### src/hw/aefr_cfg.svh
// constants for the address error and frame return unit
`ifndef AEFR_CFG_SVH
`define AEFR_CFG_SVH

`define AEFR_AW          24
// exception vector numbers (plain defaults)
`define AEFR_VEC_BERR    8'h02
`define AEFR_VEC_AERR    8'h03
`define AEFR_VEC_FMTERR  8'h0e
// frame format codes
`define AEFR_FMT_SHORT   4'h0
`define AEFR_FMT_LONG    4'h8
// byte offsets of frame words from the stack pointer
`define AEFR_OFS_SR      8'h00
`define AEFR_OFS_PCH     8'h02
`define AEFR_OFS_PCL     8'h04
`define AEFR_OFS_FMT     8'h06
`define AEFR_OFS_SSW     8'h08
`define AEFR_OFS_FAH     8'h0a
`define AEFR_OFS_FAL     8'h0c
`define AEFR_OFS_VER     8'h1a
`define AEFR_OFS_LAST    8'h38
`define AEFR_OFS_STEP    8'h02
// bytes popped on a successful return
`define AEFR_POP_SHORT   8'h08
`define AEFR_POP_LONG    8'h3a
// fields of the special status word and the version word
`define AEFR_SSW_RERUN   15
`define AEFR_SSW_IFETCH  13
`define AEFR_SSW_DFETCH  12
`define AEFR_SSW_RMW     11
`define AEFR_SSW_HIBYTE  10
`define AEFR_SSW_BYTE    9
`define AEFR_SSW_READ    8
`define AEFR_VER_LSB     10
`define AEFR_VER_MSB     13
// register map (byte addresses)
`define AEFR_REG_CTRL    12'h000
`define AEFR_REG_STAT    12'h004
`define AEFR_REG_FADDR   12'h008
`define AEFR_REG_SSW     12'h00c
`define AEFR_CTRL_RST    32'h0000_0000

`endif

### src/hw/aefr_pkg.sv
// types shared by the address error and frame return unit
`include "aefr_cfg.svh"
package aefr_pkg;
	typedef enum logic [1:0] {AEFR_SZ_BYTE = 2'b00, AEFR_SZ_WORD = 2'b01,
		AEFR_SZ_LONG = 2'b10} aefr_size_t;

	// one access request from the execution core
	typedef struct packed {
		logic                 valid;
		logic [`AEFR_AW-1:0]  addr;
		aefr_size_t           size;
		logic                 fetch;
		logic                 write;
		logic                 rmw;
		logic                 pmovUpper;
		logic [2:0]           fc;
	} aefr_access_t;

	// exception start request towards the stacking sequencer
	typedef struct packed {
		logic                 start;
		logic [7:0]           vector;
		logic                 longFrame;
		logic [15:0]          ssw;
		logic [`AEFR_AW-1:0]  faultAddr;
	} aefr_exc_t;

	typedef enum logic [2:0] {AEFR_IDLE = 3'b000, AEFR_HDR = 3'b001, AEFR_VER = 3'b010,
		AEFR_PROBE = 3'b011, AEFR_REST = 3'b100, AEFR_DONE = 3'b101} aefr_state_t;
endpackage : aefr_pkg

### src/hw/aefr_exc_unit.sv
// address error detection and long frame return sequencer with apb status
// Function
// - odd word, long or fetch raises error
// - address error aborts cycle, starts exception
// - same frame as bus error, own vector
// - address error during group exception halts
// - address error stacks the full long frame
// - rerun clear retries stacked fault address
// - byte data low unless high-byte flag
// - return restores sr and pc, drops internal words, resumes
// - read sr, pc, format; short resumes
// - unknown format code gives format error
// - check version bits of word at 26
// - version mismatch gives format error
// - stack pointer unchanged until frame read
// - probe read of last word at 56
// - bus error up to probe: bus error
// - bus error after probe halts device
// - rerun flag zero reruns, one skips
// - halted until reset, no bus accesses
// - rerun repeats whole read-modify-write cycle
`timescale 1ns/1ps
`default_nettype none
`include "aefr_cfg.svh"
module aefr_exc_unit
	import aefr_pkg::*;
(
	input  wire logic                clk,
	input  wire logic                rst,
	input  wire aefr_access_t        coreAcc,
	input  wire logic                excBusy,
	input  wire logic                rteReq,
	input  wire logic [`AEFR_AW-1:0] stackPtr,
	output logic                     memReq,
	output logic [`AEFR_AW-1:0]      memAddr,
	input  wire logic                memAck,
	input  wire logic                memBerr,
	input  wire logic [15:0]         memData,
	output logic                     abortCycle,
	output aefr_exc_t                exc,
	output logic                     rteDone,
	output logic [15:0]              restSr,
	output logic [31:0]              restPc,
	output logic [`AEFR_AW-1:0]      newStackPtr,
	output logic                     retryReq,
	output logic [`AEFR_AW-1:0]      retryAddr,
	output logic                     retryRmw,
	output logic                     retryByte,
	output logic                     halted,
	input  wire logic                psel,
	input  wire logic                penable,
	input  wire logic                pwrite,
	input  wire logic [11:0]         paddr,
	input  wire logic [31:0]         pwdata,
	output logic                     pready,
	output logic [31:0]              prdata,
	output logic                     pslverr
);
	// ----------------------------------------------------------------
	// misalignment decode
	// ----------------------------------------------------------------
	// odd non-byte check
	function automatic logic aefr_misaligned(input logic [`AEFR_AW-1:0] a,
		input logic isByte);
		aefr_misaligned = a[0] & ~isByte;
	endfunction : aefr_misaligned

	aefr_state_t                state;
	logic [7:0]                 ofs;
	logic [31:0]                ctrl;
	logic [15:0]                frameSsw;
	logic [`AEFR_AW-1:0]        frameFa;
	logic [3:0]                 frameFmt;
	logic                       coreMis;
	logic                       retryMis;
	logic                       aerrHit;
	logic                       berrHit;
	logic                       fmtHit;
	logic                       dblFault;
	logic [7:0]                 fmtErrCnt;
	logic [3:0]                 ownVersion;

	assign ownVersion = ctrl[3:0];
	assign coreMis  = coreAcc.valid & ~halted
		& aefr_misaligned(coreAcc.addr, coreAcc.size == AEFR_SZ_BYTE);
	// retried fault address is checked again
	assign retryMis = retryReq & aefr_misaligned(retryAddr, retryByte);
	assign aerrHit  = coreMis | retryMis;
	// bus error before or during the probe
	assign berrHit  = memBerr & memReq & (state != AEFR_REST);
	// bus error after a good probe
	assign dblFault = memBerr & memReq & (state == AEFR_REST);

	// ----------------------------------------------------------------
	// frame read port
	// ----------------------------------------------------------------
	// no read once halted
	assign memReq  = ~halted & (state inside {AEFR_HDR, AEFR_VER, AEFR_PROBE, AEFR_REST});
	assign memAddr = stackPtr + {{(`AEFR_AW-8){1'b0}}, ofs};

	// format errors from header and version word
	always_comb
	begin
		fmtHit = 1'b0;
		if (memReq & memAck & ~memBerr)
		begin
			if (state == AEFR_HDR && ofs == `AEFR_OFS_FMT)
				fmtHit = (memData[15:12] != `AEFR_FMT_SHORT)
					& (memData[15:12] != `AEFR_FMT_LONG);
			else if (state == AEFR_VER)
				fmtHit = memData[`AEFR_VER_MSB:`AEFR_VER_LSB] != ownVersion;
		end
	end

	// ----------------------------------------------------------------
	// return sequencer
	// ----------------------------------------------------------------
	// header, version, probe, rest
	always_ff @(posedge clk)
	begin
		if (rst)
		begin
			state <= AEFR_IDLE;
			ofs   <= `AEFR_OFS_SR;
		end
		else if (halted | dblFault | berrHit | fmtHit)
		begin
			state <= AEFR_IDLE;
			ofs   <= `AEFR_OFS_SR;
		end
		else
		begin
			unique case (state)
				AEFR_IDLE:
					if (rteReq)
						state <= AEFR_HDR;
				AEFR_HDR:
					if (memAck)
					begin
						if (ofs != `AEFR_OFS_FMT)
							ofs <= ofs + `AEFR_OFS_STEP;
						else if (memData[15:12] == `AEFR_FMT_SHORT)
							state <= AEFR_DONE;
						else
						begin
							state <= AEFR_VER;
							ofs   <= `AEFR_OFS_VER;
						end
					end
				AEFR_VER:
					if (memAck)
					begin
						state <= AEFR_PROBE;
						ofs   <= `AEFR_OFS_LAST;
					end
				AEFR_PROBE:
					if (memAck)
					begin
						state <= AEFR_REST;
						ofs   <= `AEFR_OFS_SSW;
					end
				AEFR_REST:
					if (memAck)
					begin
						// last internal word sits just below the probed one
						if (ofs == `AEFR_OFS_LAST - `AEFR_OFS_STEP)
							state <= AEFR_DONE;
						else
							ofs <= ofs + `AEFR_OFS_STEP;
					end
				AEFR_DONE:
				begin
					state <= AEFR_IDLE;
					ofs   <= `AEFR_OFS_SR;
				end
			endcase
		end
	end

	// captured frame words, restSr and restPc load as each word is read, so a failed return can leave them changed
	always_ff @(posedge clk)
	begin
		if (rst)
		begin
			restSr   <= 16'h0000;
			restPc   <= 32'h0000_0000;
			frameFmt <= `AEFR_FMT_SHORT;
			frameSsw <= 16'h0000;
			frameFa  <= '0;
		end
		else if (memReq & memAck & ~memBerr)
		begin
			unique case (ofs)
				`AEFR_OFS_SR:  restSr         <= memData;
				`AEFR_OFS_PCH: restPc[31:16]  <= memData;
				`AEFR_OFS_PCL: restPc[15:0]   <= memData;
				`AEFR_OFS_FMT: frameFmt       <= memData[15:12];
				`AEFR_OFS_SSW: if (state == AEFR_REST) frameSsw <= memData;
				`AEFR_OFS_FAH: frameFa[`AEFR_AW-1:16] <= memData[`AEFR_AW-17:0];
				`AEFR_OFS_FAL: frameFa[15:0]  <= memData;
				default: ;
			endcase
		end
	end

	// pop and resume only after the whole frame
	always_ff @(posedge clk)
	begin
		if (rst)
		begin
			rteDone     <= 1'b0;
			newStackPtr <= '0;
		end
		else
		begin
			rteDone <= (state == AEFR_DONE);
			// the popped pointer moves only once every frame word is in, so a
			// failed return leaves the old frame where the handler left it
			if (state == AEFR_DONE)
				newStackPtr <= stackPtr + {{(`AEFR_AW-8){1'b0}},
					(frameFmt == `AEFR_FMT_LONG) ? `AEFR_POP_LONG : `AEFR_POP_SHORT};
		end
	end

	// hardware rerun of the faulted cycle
	always_ff @(posedge clk)
	begin
		if (rst)
		begin
			retryReq  <= 1'b0;
			retryAddr <= '0;
			retryRmw  <= 1'b0;
			retryByte <= 1'b0;
		end
		else
		begin
			retryReq  <= (state == AEFR_DONE) & (frameFmt == `AEFR_FMT_LONG)
				& ~frameSsw[`AEFR_SSW_RERUN];
			retryAddr <= frameFa;
			retryRmw  <= frameSsw[`AEFR_SSW_RMW];
			retryByte <= frameSsw[`AEFR_SSW_BYTE];
		end
	end

	// ----------------------------------------------------------------
	// exception launch and halt
	// ----------------------------------------------------------------
	// abort and stack with address error vector
	always_ff @(posedge clk)
	begin
		if (rst)
		begin
			exc        <= '0;
			abortCycle <= 1'b0;
		end
		else
		begin
			exc.start  <= 1'b0;
			abortCycle <= 1'b0;
			if (~halted & aerrHit & ~excBusy)
			begin
				abortCycle    <= 1'b1;
				exc.start     <= 1'b1;
				exc.vector    <= `AEFR_VEC_AERR;
				exc.longFrame <= 1'b1;
				exc.faultAddr <= coreMis ? coreAcc.addr : retryAddr;
				exc.ssw       <= '0;
				exc.ssw[`AEFR_SSW_HIBYTE] <= coreMis & coreAcc.pmovUpper;
				exc.ssw[`AEFR_SSW_BYTE]   <= coreMis ? (coreAcc.size == AEFR_SZ_BYTE)
					: retryByte;
				exc.ssw[`AEFR_SSW_RMW]    <= coreMis ? coreAcc.rmw : retryRmw;
				exc.ssw[`AEFR_SSW_READ]   <= ~(coreMis & coreAcc.write);
				exc.ssw[`AEFR_SSW_IFETCH] <= coreMis & coreAcc.fetch;
				exc.ssw[`AEFR_SSW_DFETCH] <= coreMis & ~coreAcc.fetch & ~coreAcc.write;
				exc.ssw[2:0]              <= coreMis ? coreAcc.fc : 3'h0;
			end
			else if (~halted & (berrHit | fmtHit))
			begin
				exc.start     <= 1'b1;
				exc.vector    <= berrHit ? `AEFR_VEC_BERR : `AEFR_VEC_FMTERR;
				exc.longFrame <= berrHit;
				exc.faultAddr <= memAddr;
				exc.ssw       <= '0;
				exc.ssw[`AEFR_SSW_READ] <= 1'b1;
			end
		end
	end

	always_ff @(posedge clk)
	begin
		if (rst)
			halted <= 1'b0;
		else if ((aerrHit & excBusy) | dblFault)
			halted <= 1'b1;
	end

	// ----------------------------------------------------------------
	// apb slave, zero wait states
	// ----------------------------------------------------------------
	assign pready = 1'b1;

	// control word: own frame version in the low nibble
	always_ff @(posedge clk)
	begin
		if (rst)
			ctrl <= `AEFR_CTRL_RST;
		else if (psel & penable & pwrite & (paddr == `AEFR_REG_CTRL))
			ctrl <= {28'h0000000, pwdata[3:0]};
	end

	// saturating count of format errors, visible to software
	always_ff @(posedge clk)
	begin
		if (rst)
			fmtErrCnt <= 8'h00;
		else if (fmtHit & ~halted & (fmtErrCnt != 8'hff))
			fmtErrCnt <= fmtErrCnt + 8'h01;
	end

	// read data and error registered at the setup phase
	always_ff @(posedge clk)
	begin
		if (rst)
		begin
			prdata  <= 32'h0000_0000;
			pslverr <= 1'b0;
		end
		else if (psel & ~penable)
		begin
			pslverr <= 1'b0;
			unique case (paddr)
				`AEFR_REG_CTRL:  prdata <= ctrl;
				`AEFR_REG_STAT:  prdata <= {8'h00, fmtErrCnt, exc.vector,
					4'h0, 1'b0, state};
				`AEFR_REG_FADDR: prdata <= {{(32-`AEFR_AW){1'b0}}, exc.faultAddr};
				`AEFR_REG_SSW:   prdata <= {16'h0000, exc.ssw};
				default:
				begin
					prdata  <= 32'h0000_0000;
					pslverr <= 1'b1;
				end
			endcase
		end
	end

	// ----------------------------------------------------------------
	// checks
	// ----------------------------------------------------------------
	property p_odd_raises;
		@(posedge clk) disable iff (rst)
		(coreMis & ~excBusy & ~halted) |=> (exc.start & exc.vector == `AEFR_VEC_AERR & abortCycle);
	endproperty
	a_odd_raises: assert property (p_odd_raises)
		else $error("odd access did not raise address error");

	property p_byte_never;
		@(posedge clk) disable iff (rst)
		(coreAcc.valid & coreAcc.size == AEFR_SZ_BYTE & ~retryMis & ~berrHit & ~fmtHit)
			|=> ~exc.start;
	endproperty
	a_byte_never: assert property (p_byte_never)
		else $error("byte access raised an exception");

	property p_halt_busy;
		@(posedge clk) disable iff (rst)
		(aerrHit & excBusy) |=> halted & ~exc.start;
	endproperty
	a_halt_busy: assert property (p_halt_busy)
		else $error("address error during exception did not halt");

	property p_halt_sticky;
		@(posedge clk) disable iff (rst)
		halted |=> halted & ~memReq & ~exc.start;
	endproperty
	a_halt_sticky: assert property (p_halt_sticky)
		else $error("left halt or accessed bus without reset");

	property p_dbl_fault;
		@(posedge clk) disable iff (rst)
		dblFault |=> halted ##1 halted;
	endproperty
	a_dbl_fault: assert property (p_dbl_fault)
		else $error("bus error after probe did not halt");

	property p_berr_early;
		@(posedge clk) disable iff (rst)
		(berrHit & ~halted) |=> exc.start & exc.vector == `AEFR_VEC_BERR & ~halted;
	endproperty
	a_berr_early: assert property (p_berr_early)
		else $error("early bus error not taken as bus error");

	property p_ver_bad;
		@(posedge clk) disable iff (rst)
		(state == AEFR_VER & memAck & ~memBerr
			& memData[`AEFR_VER_MSB:`AEFR_VER_LSB] != ownVersion)
			|=> exc.vector == `AEFR_VEC_FMTERR & state == AEFR_IDLE ##1 ~rteDone;
	endproperty
	a_ver_bad: assert property (p_ver_bad)
		else $error("version mismatch not a format error");

	property p_probe_addr;
		@(posedge clk) disable iff (rst)
		(state == AEFR_PROBE) |-> memAddr == stackPtr + `AEFR_AW'(`AEFR_OFS_LAST);
	endproperty
	a_probe_addr: assert property (p_probe_addr)
		else $error("probe not at last frame word");

	property p_sp_hold;
		@(posedge clk) disable iff (rst)
		(state != AEFR_DONE) |=> $stable(newStackPtr);
	endproperty
	a_sp_hold: assert property (p_sp_hold)
		else $error("stack pointer moved before the frame was read");

	property p_rerun;
		@(posedge clk) disable iff (rst)
		(state == AEFR_DONE & frameFmt == `AEFR_FMT_LONG) |=>
			(retryReq == ~$past(frameSsw[`AEFR_SSW_RERUN])) & rteDone;
	endproperty
	a_rerun: assert property (p_rerun)
		else $error("rerun flag not honoured");
endmodule : aefr_exc_unit
`default_nettype wire

### config.mk
export PLATFORM = sky130hd
export DESIGN_NAME = aefr_exc_unit
export DESIGN_NICKNAME = d
export VERILOG_FILES = /design/src/hw/aefr_pkg.sv /design/src/hw/aefr_exc_unit.sv
export VERILOG_INCLUDE_DIRS = /design/src /design/src/hw
export SDC_FILE = /design/constraint.sdc
export NUM_CORES = 1
export LEC_CHECK = 0
export BUFFER_PORTS_ARGS = -buffer_cell sky130_fd_sc_hd__buf_2
export CAP_MARGIN = 20
export CORE_MARGIN = 2
export CORE_UTILIZATION = 34
export CTS_BUF_LIST = sky130_fd_sc_hd__clkbuf_8
export DETAILED_ROUTE_END_ITERATION = 16
export GPL_ROUTABILITY_DRIVEN = 0
export MAX_ROUTING_LAYER = met4
export PLACE_DENSITY = 0.62
export SLEW_MARGIN = 10
export SYNTH_ARGS = -nofsm -noshare
export SYNTH_HDL_FRONTEND = slang
export SYNTH_SLANG_ARGS = --single-unit
### constraint.sdc
create_clock -name clk -period 3.5 [get_ports clk]
set_input_delay 0.175 -clock clk [delete_from_list [all_inputs] [get_ports clk]]
set_output_delay 0.175 -clock clk [all_outputs]
set_load 0.01 [all_outputs]
==> results.md, run 1 <==
- The flow ran to the end, and the final reports show no timing, DRC or antenna violations.
- In this run the static leakage power is 5.46 nW.
- Global routing consumed, over all layers together, 22.3% of the routing resources.
- Between clock sinks in the finished design, the worst skew comes to 21.7 ps.
- The critical path is of the flip-flop to output pin type.
- Data on the critical path arrives at its endpoint at 3140 ps.
- The cell taking the most area after synthesis is dfxtp_1.
- Entering global routing, the biggest net connects 75 pins.
- STA classifies the critical path endpoint as an output pin.
- STA classifies the critical path startpoint as a flip-flop.
- The number of H-tree levels is 2.
- Measured in cells, the most critical reg-to-reg path has a length of 6.
- The synthesized instance count is 1,154.
- Across the VDD grid, the largest voltage drop is 0.297 mV.
- Sorting the synthesized cells by area gives the leading types as dfxtp_1 (45%), nand2_1 (6.5%), a21oi_1 (4.8%), nor2_1 (4.0%), mux2i_1 (3.9%).
- The destination of the worst hold path is exc[5].
- The number of global-route vias before repair was 8,934.
- The number of cells on the worst hold path is 4.
- The clock buffer count from CTS is 38.
- The number of antenna violations at the first check in global routing is 4.
- The final antenna-violating net count is 0.
- The multi-input combinational cells in the finished layout cover a total of 4910 um2.
- The worst-skew pair later-pin latency is 520 ps.
- The via count normalized by instance count is 5.12.
- The tightest min-delay check is of the primary input to flip-flop type.
- Detailed routing inserted a total of 9,560 vias.
- The number of cells upsized or downsized after cts is 0.
- The worst reg2reg path startpoint is state[1].
- The HPWL after detailed placement is 25.6 mm.
- Once placement finished, the instance area stood at 11,500 um2.
- The TritonCTS clock tree is yes.
- The clock root buffer is clkbuf_8.
- Across the run, the number of max-cap violations was 0.
- The register-to-register setup slack is 610 ps.
- Before antenna repair, the detailed router went through 6 iterations.
- The clock passes through at most 3 buffers.
- The largest fanout on the critical path is 16.
- The synthesized design devotes to its leading area cell type 44.6% of total area.
- Dividing total power by cell area gives a power density of 444 nW/um2.
- The worst hold path begins at coreAcc[14].
- The total number of yosys warnings is 0.
- The die area is 30,100 um2.
- After routing, the total negative slack on setup checks comes to 0 ps.
- CTS saw 218 sinks.
- The number of pins with negative max-slew slack in the final report was 0.
- For this design, the CTS-stage hold fixing added 32 buffers.
- Synthesis inferred 218 register bits.
- For this design the top-level I/O count stands at 338.
- The cell area after layout is 12,600 um2.
- In the synthesized netlist the async set-or-reset flop fraction comes to 0%.
- The launch point of the worst path is ofs[2].
- For the pin with the worst max-slew slack, the measured transition is 1070 ps.
- The post-CTS setup repair buffer count is 0.
- In this run the vertical extent of the chip is 174 um.
- The first routing iteration left 662 violations.
- The post-synthesis cell type count is 63.
- The number of buffers added on ports is 289.
- The share of post-route cells with drive strength above 1 is 25.9%.
- The fmax is 302 MHz.
- The headroom to the max-slew limit is 28.4%.
- The final critical path takes up 94.7% of the cycle.
- The final hold violation count was 0.
- The required time of the critical path is 3320 ps.
- The sequential cell area is 4360 um2.
- The placeable core region is 28,500 um2.
- The end of the worst register-to-register path is restPc[17].
- The cell row count is 62.
- The total congestion overflow is 0.
- The first-pass GRT wire length is 51.5 mm.
- From synthesis to final layout, the design area changed by 28.5%.
- In the synthesized netlist the dominant register cell turns out to be dfxtp_1.
- The number of enable flip-flop cells after synthesis is 0.
- Sequential elements use 44.6% of the synthesized area.
- The number of inserted filler cells in the final layout is 2,914.
- The die extent in x is 174 um.
- The cell area after synthesis is 9780 um2.
- Wires add up to 34.0 mm.
- The mean area per synthesized cell is 8.48 um2.
- The number of remaining DRC errors is 0.
- The initial core utilization is 34.3%.
- The post-layout utilization of the core is 44.0%.
- The shortest clock period the worst path allows after layout is 3310 ps.
- For this run, the post-layout net count is 1,596.
- After detailed routing, the average wire length per cell comes to 18.2 um.
- Clock-pin slew was measured on the worst setup and hold paths at 60 ps.
- The final count of negative-setup-slack endpoints is 0.
- Setup repair after global routing left no endpoint under its margin.
[state kept, by name, summed over array words and instances (netlist names), 3 cells and up]
signal / count
state: 3
restSr: 16
frameFa: 24
prdata: 24
newStackPtr: 24
restPc: 32
retryAddr: 24
frameFmt: 4
ctrl: 4
frameSsw: 3
fmtErrCnt: 8
exc: 38
ofs: 7
[area by class of cell]
cell class                      count  share of cell area [%]
Antenna cell                        3                  0.0597
Tap cell                          384                    3.82
Inverter                           23                   0.687
Timing Repair Buffer              343                    15.4
Sequential cell                   218                    34.7
Multi-Input combinational cell    831                    39.1
Clock buffer                       45                    4.93
Clock inverter                     19                    1.30
[kinds of logic after synthesis]
group	Yosys count	synth area share (%)
buffers and inverters	123	5.91
adders and majority gates	15	1.89
DFF	218	44.6
AOI/OAI and AO/OA	289	19.4
and+or+nand+nor	426	20.4
other	2	0.0768
xor gates and xnor gates	43	3.85
muxes	38	3.89
[power by group]
part / switching [mW] / internal, mW / total (mW)
sequential: 0.0441 / 2.52 / 2.56
clock: 1.05 / 1.39 / 2.44
combinational: 0.362 / 0.213 / 0.575
[critical path, stage by stage (launching register included)]
cell,delay [ps]
dfxtp_1,690
ha_1,380
a21oi_1,380
nor3_1,140
o21a_1,260
o211ai_1,200
xor2_1,320
inv_1,100
buf_2,150
[synth_stat cells (3+ instances only)]
cell / number
and2_1: 7
a211oi_1: 29
nand2b_1: 3
clkbuf_1: 64
nor2b_1: 29
buf_2: 6
nand4_1: 11
and3_1: 12
o21ai_0: 46
dfxtp_1: 218
nor4_1: 7
a221oi_1: 4
nor3_1: 21
xor2_1: 19
ha_1: 14
a21o_1: 6
buf_6: 3
nor2_1: 104
a21oi_1: 94
or2_2: 6
a222oi_1: 12
xnor2_1: 24
o211ai_1: 4
nand2_1: 170
nor4b_1: 4
nand3_1: 24
or3_1: 9
o22ai_1: 11
a311oi_1: 3
a21boi_0: 3
buf_4: 22
a31oi_1: 3
inv_1: 23
mux2i_1: 38
o21a_1: 5
a22oi_1: 32
a22o_1: 26
clkbuf_2: 3
[worst max path at each step]
stage                            endpoint  slack, ps  depth (start not counted)
final                         memAddr[23]        190                          8
after floorplan           newStackPtr[21]        990                          9
after global routing          memAddr[23]         40                          8
after global placement    newStackPtr[21]        700                         11
after detailed placement  newStackPtr[21]        620                         11
after CTS                     memAddr[23]        260                          8
[cells in the final DEF, fill, tap and decap left out, types with 14 or more instances in the layout]
master	synthesis	routed
a211oi_1	29	29
a21oi_1	94	94
a22o_1	26	26
a22oi_1	32	32
buf_2	6	288
buf_4	22	22
clkbuf_8	0	45
conb_1	2	20
dfxtp_1	218	218
dlygate4sd3_1	0	32
ha_1	14	14
inv_1	23	34
mux2i_1	38	38
nand2_1	170	170
nand3_1	24	24
nor2_1	104	104
nor2b_1	29	29
nor3_1	21	20
o21ai_0	46	46
xnor2_1	24	24
xor2_1	19	19
[per-stage QoR]
step	total power [mW]	instances	hold slack, ps	worst slack [ps]
after floorplan	2.93	1172	275	986
after global placement	3.15	1767	400	696
after detailed placement	3.16	1767	405	619
final	5.58	1866	23.5	187
after CTS	5.62	1863	3.91	257
after global routing	5.80	1866	19.4	41.3
[routing by layer]
metal / global-route usage, % / part of all wire, %
met2: 35.0 / 46
met3: 4.43 / 6.9
met5: - / 0
met1: 28.5 / 44
met4: 8.02 / 3.3
Note: power is estimated with default switching activity, not from simulation.
==> run 2, diff against run 1 <==
--- a/config.mk
+++ b/config.mk
@@ -6,15 +6,15 @@
 export SDC_FILE = /design/constraint.sdc
 export NUM_CORES = 1
 export LEC_CHECK = 0
+export ABC_AREA = 1
 export BUFFER_PORTS_ARGS = -buffer_cell sky130_fd_sc_hd__buf_2
 export CAP_MARGIN = 20
 export CORE_MARGIN = 2
 export CORE_UTILIZATION = 34
-export CTS_BUF_LIST = sky130_fd_sc_hd__clkbuf_8
 export DETAILED_ROUTE_END_ITERATION = 16
 export GPL_ROUTABILITY_DRIVEN = 0
 export MAX_ROUTING_LAYER = met4
-export PLACE_DENSITY = 0.62
+export PLACE_DENSITY_LB_ADDON = 0.08
 export SLEW_MARGIN = 10
 export SYNTH_ARGS = -nofsm -noshare
 export SYNTH_HDL_FRONTEND = slang
==> run 2 against run 1 <==
Fmax grew 19%. Synthesized cell count grew 36%. Critical path type unchanged. Sequential power grew 11%. Total power grew 27%. Clock skew grew 2.4 ps. Die area grew 9.0%. Utilization grew 0.25 points. Setup slack gained 520 ps. Sequential share of layout area shrank 2.7 points. Wire length grew 14%. Cell count grew 22%. Clock-buffer cell count shrank 10.
==> results.md, run 2 <==
- The total power divided by cell area is 519 nW/um2.
- The routed wirelength normalized by instance count is 16.9 um.
- Of the post-synthesis cell area, the dominant cell type holds 40.9%.
- At the worst endpoint, the arrival time is 2620 ps.
- The first-pass GRT wire length is 59.1 mm.
- Setup repair after global routing left no endpoint under its margin.
- Walking the worst path, the cells encountered are ha_1 -> nand2_1 -> nand2_1 -> nand2_1 -> nand3_1 -> nand2_1 -> nand2_1 -> nand2_1 -> nand2_1 -> nand2_1 -> inv_1 -> buf_2.
- In this run the critical register-to-register path is launched from state[0].
- The min-delay analysis places its worst path in the category primary input to flip-flop.
- The number of pins with negative max-slew slack in the final report is 0.
- The netlist uses 49 different library cells.
- The CTS sink count is 218.
- In the final design database the tool counted 2,002 nets.
- Cells with a size suffix above 1 make up 20.3% of the layout.
- The largest fanout on the critical path is 9.
- After synthesis the cells add up to 10,700 um2.
- The share of the clock period used by the worst path is 79.7%.
- The number of buffers added on ports is 289.
- The share of synthesized area occupied by flip-flops and latches is 40.9%.
- The worst-case clock buffer depth is 3.
- In the post-synthesis netlist, the biggest area contributors are dfxtp_1 (41%), nand2_1 (13%), inv_1 (7.2%), a21oi_1 (6.6%), nand3_1 (5.5%).
- The most instantiated library cell after synthesis is nand2_1.
- For this block, the via count after detailed routing is 10,987.
- The area occupied by multi-input gates is 5130 um2.
- The async set or reset register ratio after synthesis is 0%.
- The flip-flop count of the largest register, all copies and words added is 38.
- The total congestion overflow is 0.
- The global-route usage over all layers is 23.5%.
- The launch point of the worst path is ofs[2].
- The endpoint of the most critical setup path is memAddr[19].
- Pin placement for this block handled 338 I/O pins.
- Yosys printed 0 warnings.
- The die extent in x is 181 um.
- The library cells used most frequently in the layout, excluding fill and tap cells, are nand2_1 (372), buf_2 (288), dfxtp_1 (218).
- Before antenna repair, the detailed router went through 5 iterations.
- The die height is 181 um.
- Counting both buffers and inverters, the worst setup path holds a total of 2.
- The final wirelength is 38.6 mm.
- The count of cell instances traversed by the critical path is 12.
- Counting cells, the worst reg-to-reg path comes to 10.
- The first routing iteration left 581 violations.
- The clock root buffer is clkbuf_16.
- The post-CTS clock slew at the launch and capture registers of the worst setup and hold paths is 70 ps.
- The peak per-stage delay on the critical path is 520 ps.
- The number of antenna violations at the first check in global routing was 3.
- The kind of cell with the highest combined delay on the critical path is simple AND/OR/NAND/NOR gates.
- The largest registers in the layout are exc x38, restPc x32.
- The setup slack after placement is 933 ps.
- In the routed design, unresolved DRC markers number 0.
- At the pin with the least slew margin, the transition time is 878 ps.
- The number of global-route vias before repair is 10,228.
- The via count normalized by instance count is 4.82.
- From synthesis to final layout, the design area changed by 27.5%.
- The floorplan step defined a core boundary enclosing 30,700 um2.
- The final hold violation count came to 0.
- In this run, synthesis inferred 0 flip-flops with an integrated enable.
- The setup path with the least slack is of type flip-flop to output pin.
- Setup violations remaining at the end of the flow were counted as 0.
- The final antenna-violating net count is 0.
- Registers take 4360 um2.
- The register-to-register setup slack is 940 ps.
- For this run, the leading register cell type out of synthesis is dfxtp_1.
- The clock buffer count from CTS is 26.
- The worst setup path is captured at an output pin.
- The required time of the critical path is 3320 ps.
- After routing, the total negative slack on setup checks comes to 0 ps.
- In the synthesized netlist, the cells that appear most often are nand2_1 (372), dfxtp_1 (218), inv_1 (204).
- The number of inserted filler cells in the final layout is 3,274.
- The worst-skew pair later-pin latency is 560 ps.
- The number of hold buffers added after cts is 36.
- The leakage power of the design is 6.75 nW.
- The die covers 32,800 um2.
- The worst register-to-register path ends at exc[18].
- The slowest stage of the critical path belongs to the cell dfxtp_1.
- The mean area per synthesized cell is 6.83 um2.
- The initial core utilization is 34.7%.
- Max-cap violations in this run came to 0.
- The most frequent cell on the critical path is nand2_1.
- The leading cell type in the layout, fill and taps excluded is nand2_1.
- Counting flops and latches in the post-synthesis netlist gives 218.
- IR analysis of the VDD net gives a maximum drop of 0.353 mV.
- The floorplan has 64 rows.
- The pin count of the biggest net entering global routing is 60.
- The post-CTS setup repair buffer count is 0.
- Synthesis produced a netlist whose cell count is 1,564.
- The routed design could run at a clock period as short as 2790 ps.
- The HPWL reported at the end of detailed placement is 29.1 mm.
- Setup slack on the critical path of the routed design comes to 709 ps.
- The number of cells upsized or downsized after cts is 0.
- The run finished with clean final reports.
- The worst setup path is launched from a flip-flop.
- TritonCTS built the clock tree.
- The biggest area contributor in the post-synthesis netlist is dfxtp_1.
- Ranked by flip-flop count, first place goes to exc.
- The clock skew after layout is 24.1 ps.
- The number of H-tree levels is 1.
- The headroom to the max-slew limit is 41.4%.
- The fmax is 358 MHz.
[run 2: changes by cell type after synthesis, moves of 22 or more]
cell / delta
a22oi_1: -32
xnor2_1: -22
nand4_1: +22
a211oi_1: -28
inv_1: +181
nor2b_1: -29
nor2_1: +38
a22o_1: -24
clkbuf_1: -22
nand3_1: +94
a21oi_1: +47
mux2i_1: -37
o21ai_0: +71
nand2_1: +202
[run 2: final cells by class]
class	instances	share of cell area, %
clock inverter	10	0.956
tap	396	3.64
timing repair buffer	341	14.3
clock buffer	35	5.54
inverter	211	5.83
multi-input combinational	1063	37.7
antenna	4	0.0735
sequential	218	32.1
[run 2: worst min-delay path by stage]
stage | slack, ps | startpoint | endpoint | cells past startpoint
2_1_floorplan | 320 | memData[12] | frameFmt[0] | 2
3_3_place_gp | 410 | frameSsw[9] | retryByte | 2
3_5_place_dp | 410 | frameSsw[9] | retryByte | 2
4_1_cts | 30 | stackPtr[20] | newStackPtr[20] | 3
5_1_grt | 70 | stackPtr[20] | newStackPtr[20] | 3
6_report | 50 | stackPtr[20] | newStackPtr[20] | 3
[run 2: worst register-to-register path, cell delays in order (launching register included)]
cell,delay (ps)
dfxtp_1,590
nand3_2,200
nand3_2,130
nand2_1,130
nor2_2,220
nand2_4,250
nand2_2,450
nand2_1,170
nor2_1,190
nor2_1,60
nor2_1,90
[run 2: metal layers]
| metal | vias up | share of wire [%] | global-route usage [%] |
|---|---|---|---|
| li1 | 5584 | - | - |
| met1 | 5036 | 46 | 31.1 |
| met2 | 332 | 46 | 37.6 |
| met3 | 35 | 6.5 | 4.54 |
| met4 | 0 | 1.7 | 4.33 |
| met5 | - | 0 | - |
[run 2: stage by stage]
step	utilization (%)	hold slack, ps	area, um2	power, mW	instances
after floorplan	-	318	10700	3.76	1582
after global placement	40.2	414	12400	4.33	2193
after detailed placement	40.2	415	12400	4.34	2193
after CTS	44.3	33.0	13600	7.16	2274
after global routing	44.3	66.6	13600	7.43	2277
final	44.3	45.2	13600	7.07	2278
[run 2: logic make-up after synthesis]
family	count (synthesis)	share of synthesized area (%)
XOR/XNOR	29	2.38
other	2	0.0703
AO/OA/AOI/OAI	296	14.9
adder cells (fa/ha/maj)	14	1.64
AND/OR/NAND/NOR	703	28.3
buffers and inverters	301	11.8
multiplexers	1	0.0937
flip-flops	218	40.9
[run 2: power by group]
group,switching [mW],total (mW),internal (mW)
sequential,0.174,2.84,2.67
clock,1.11,2.76,1.66
combinational,0.963,1.47,0.506
total,2.24,7.07,4.83
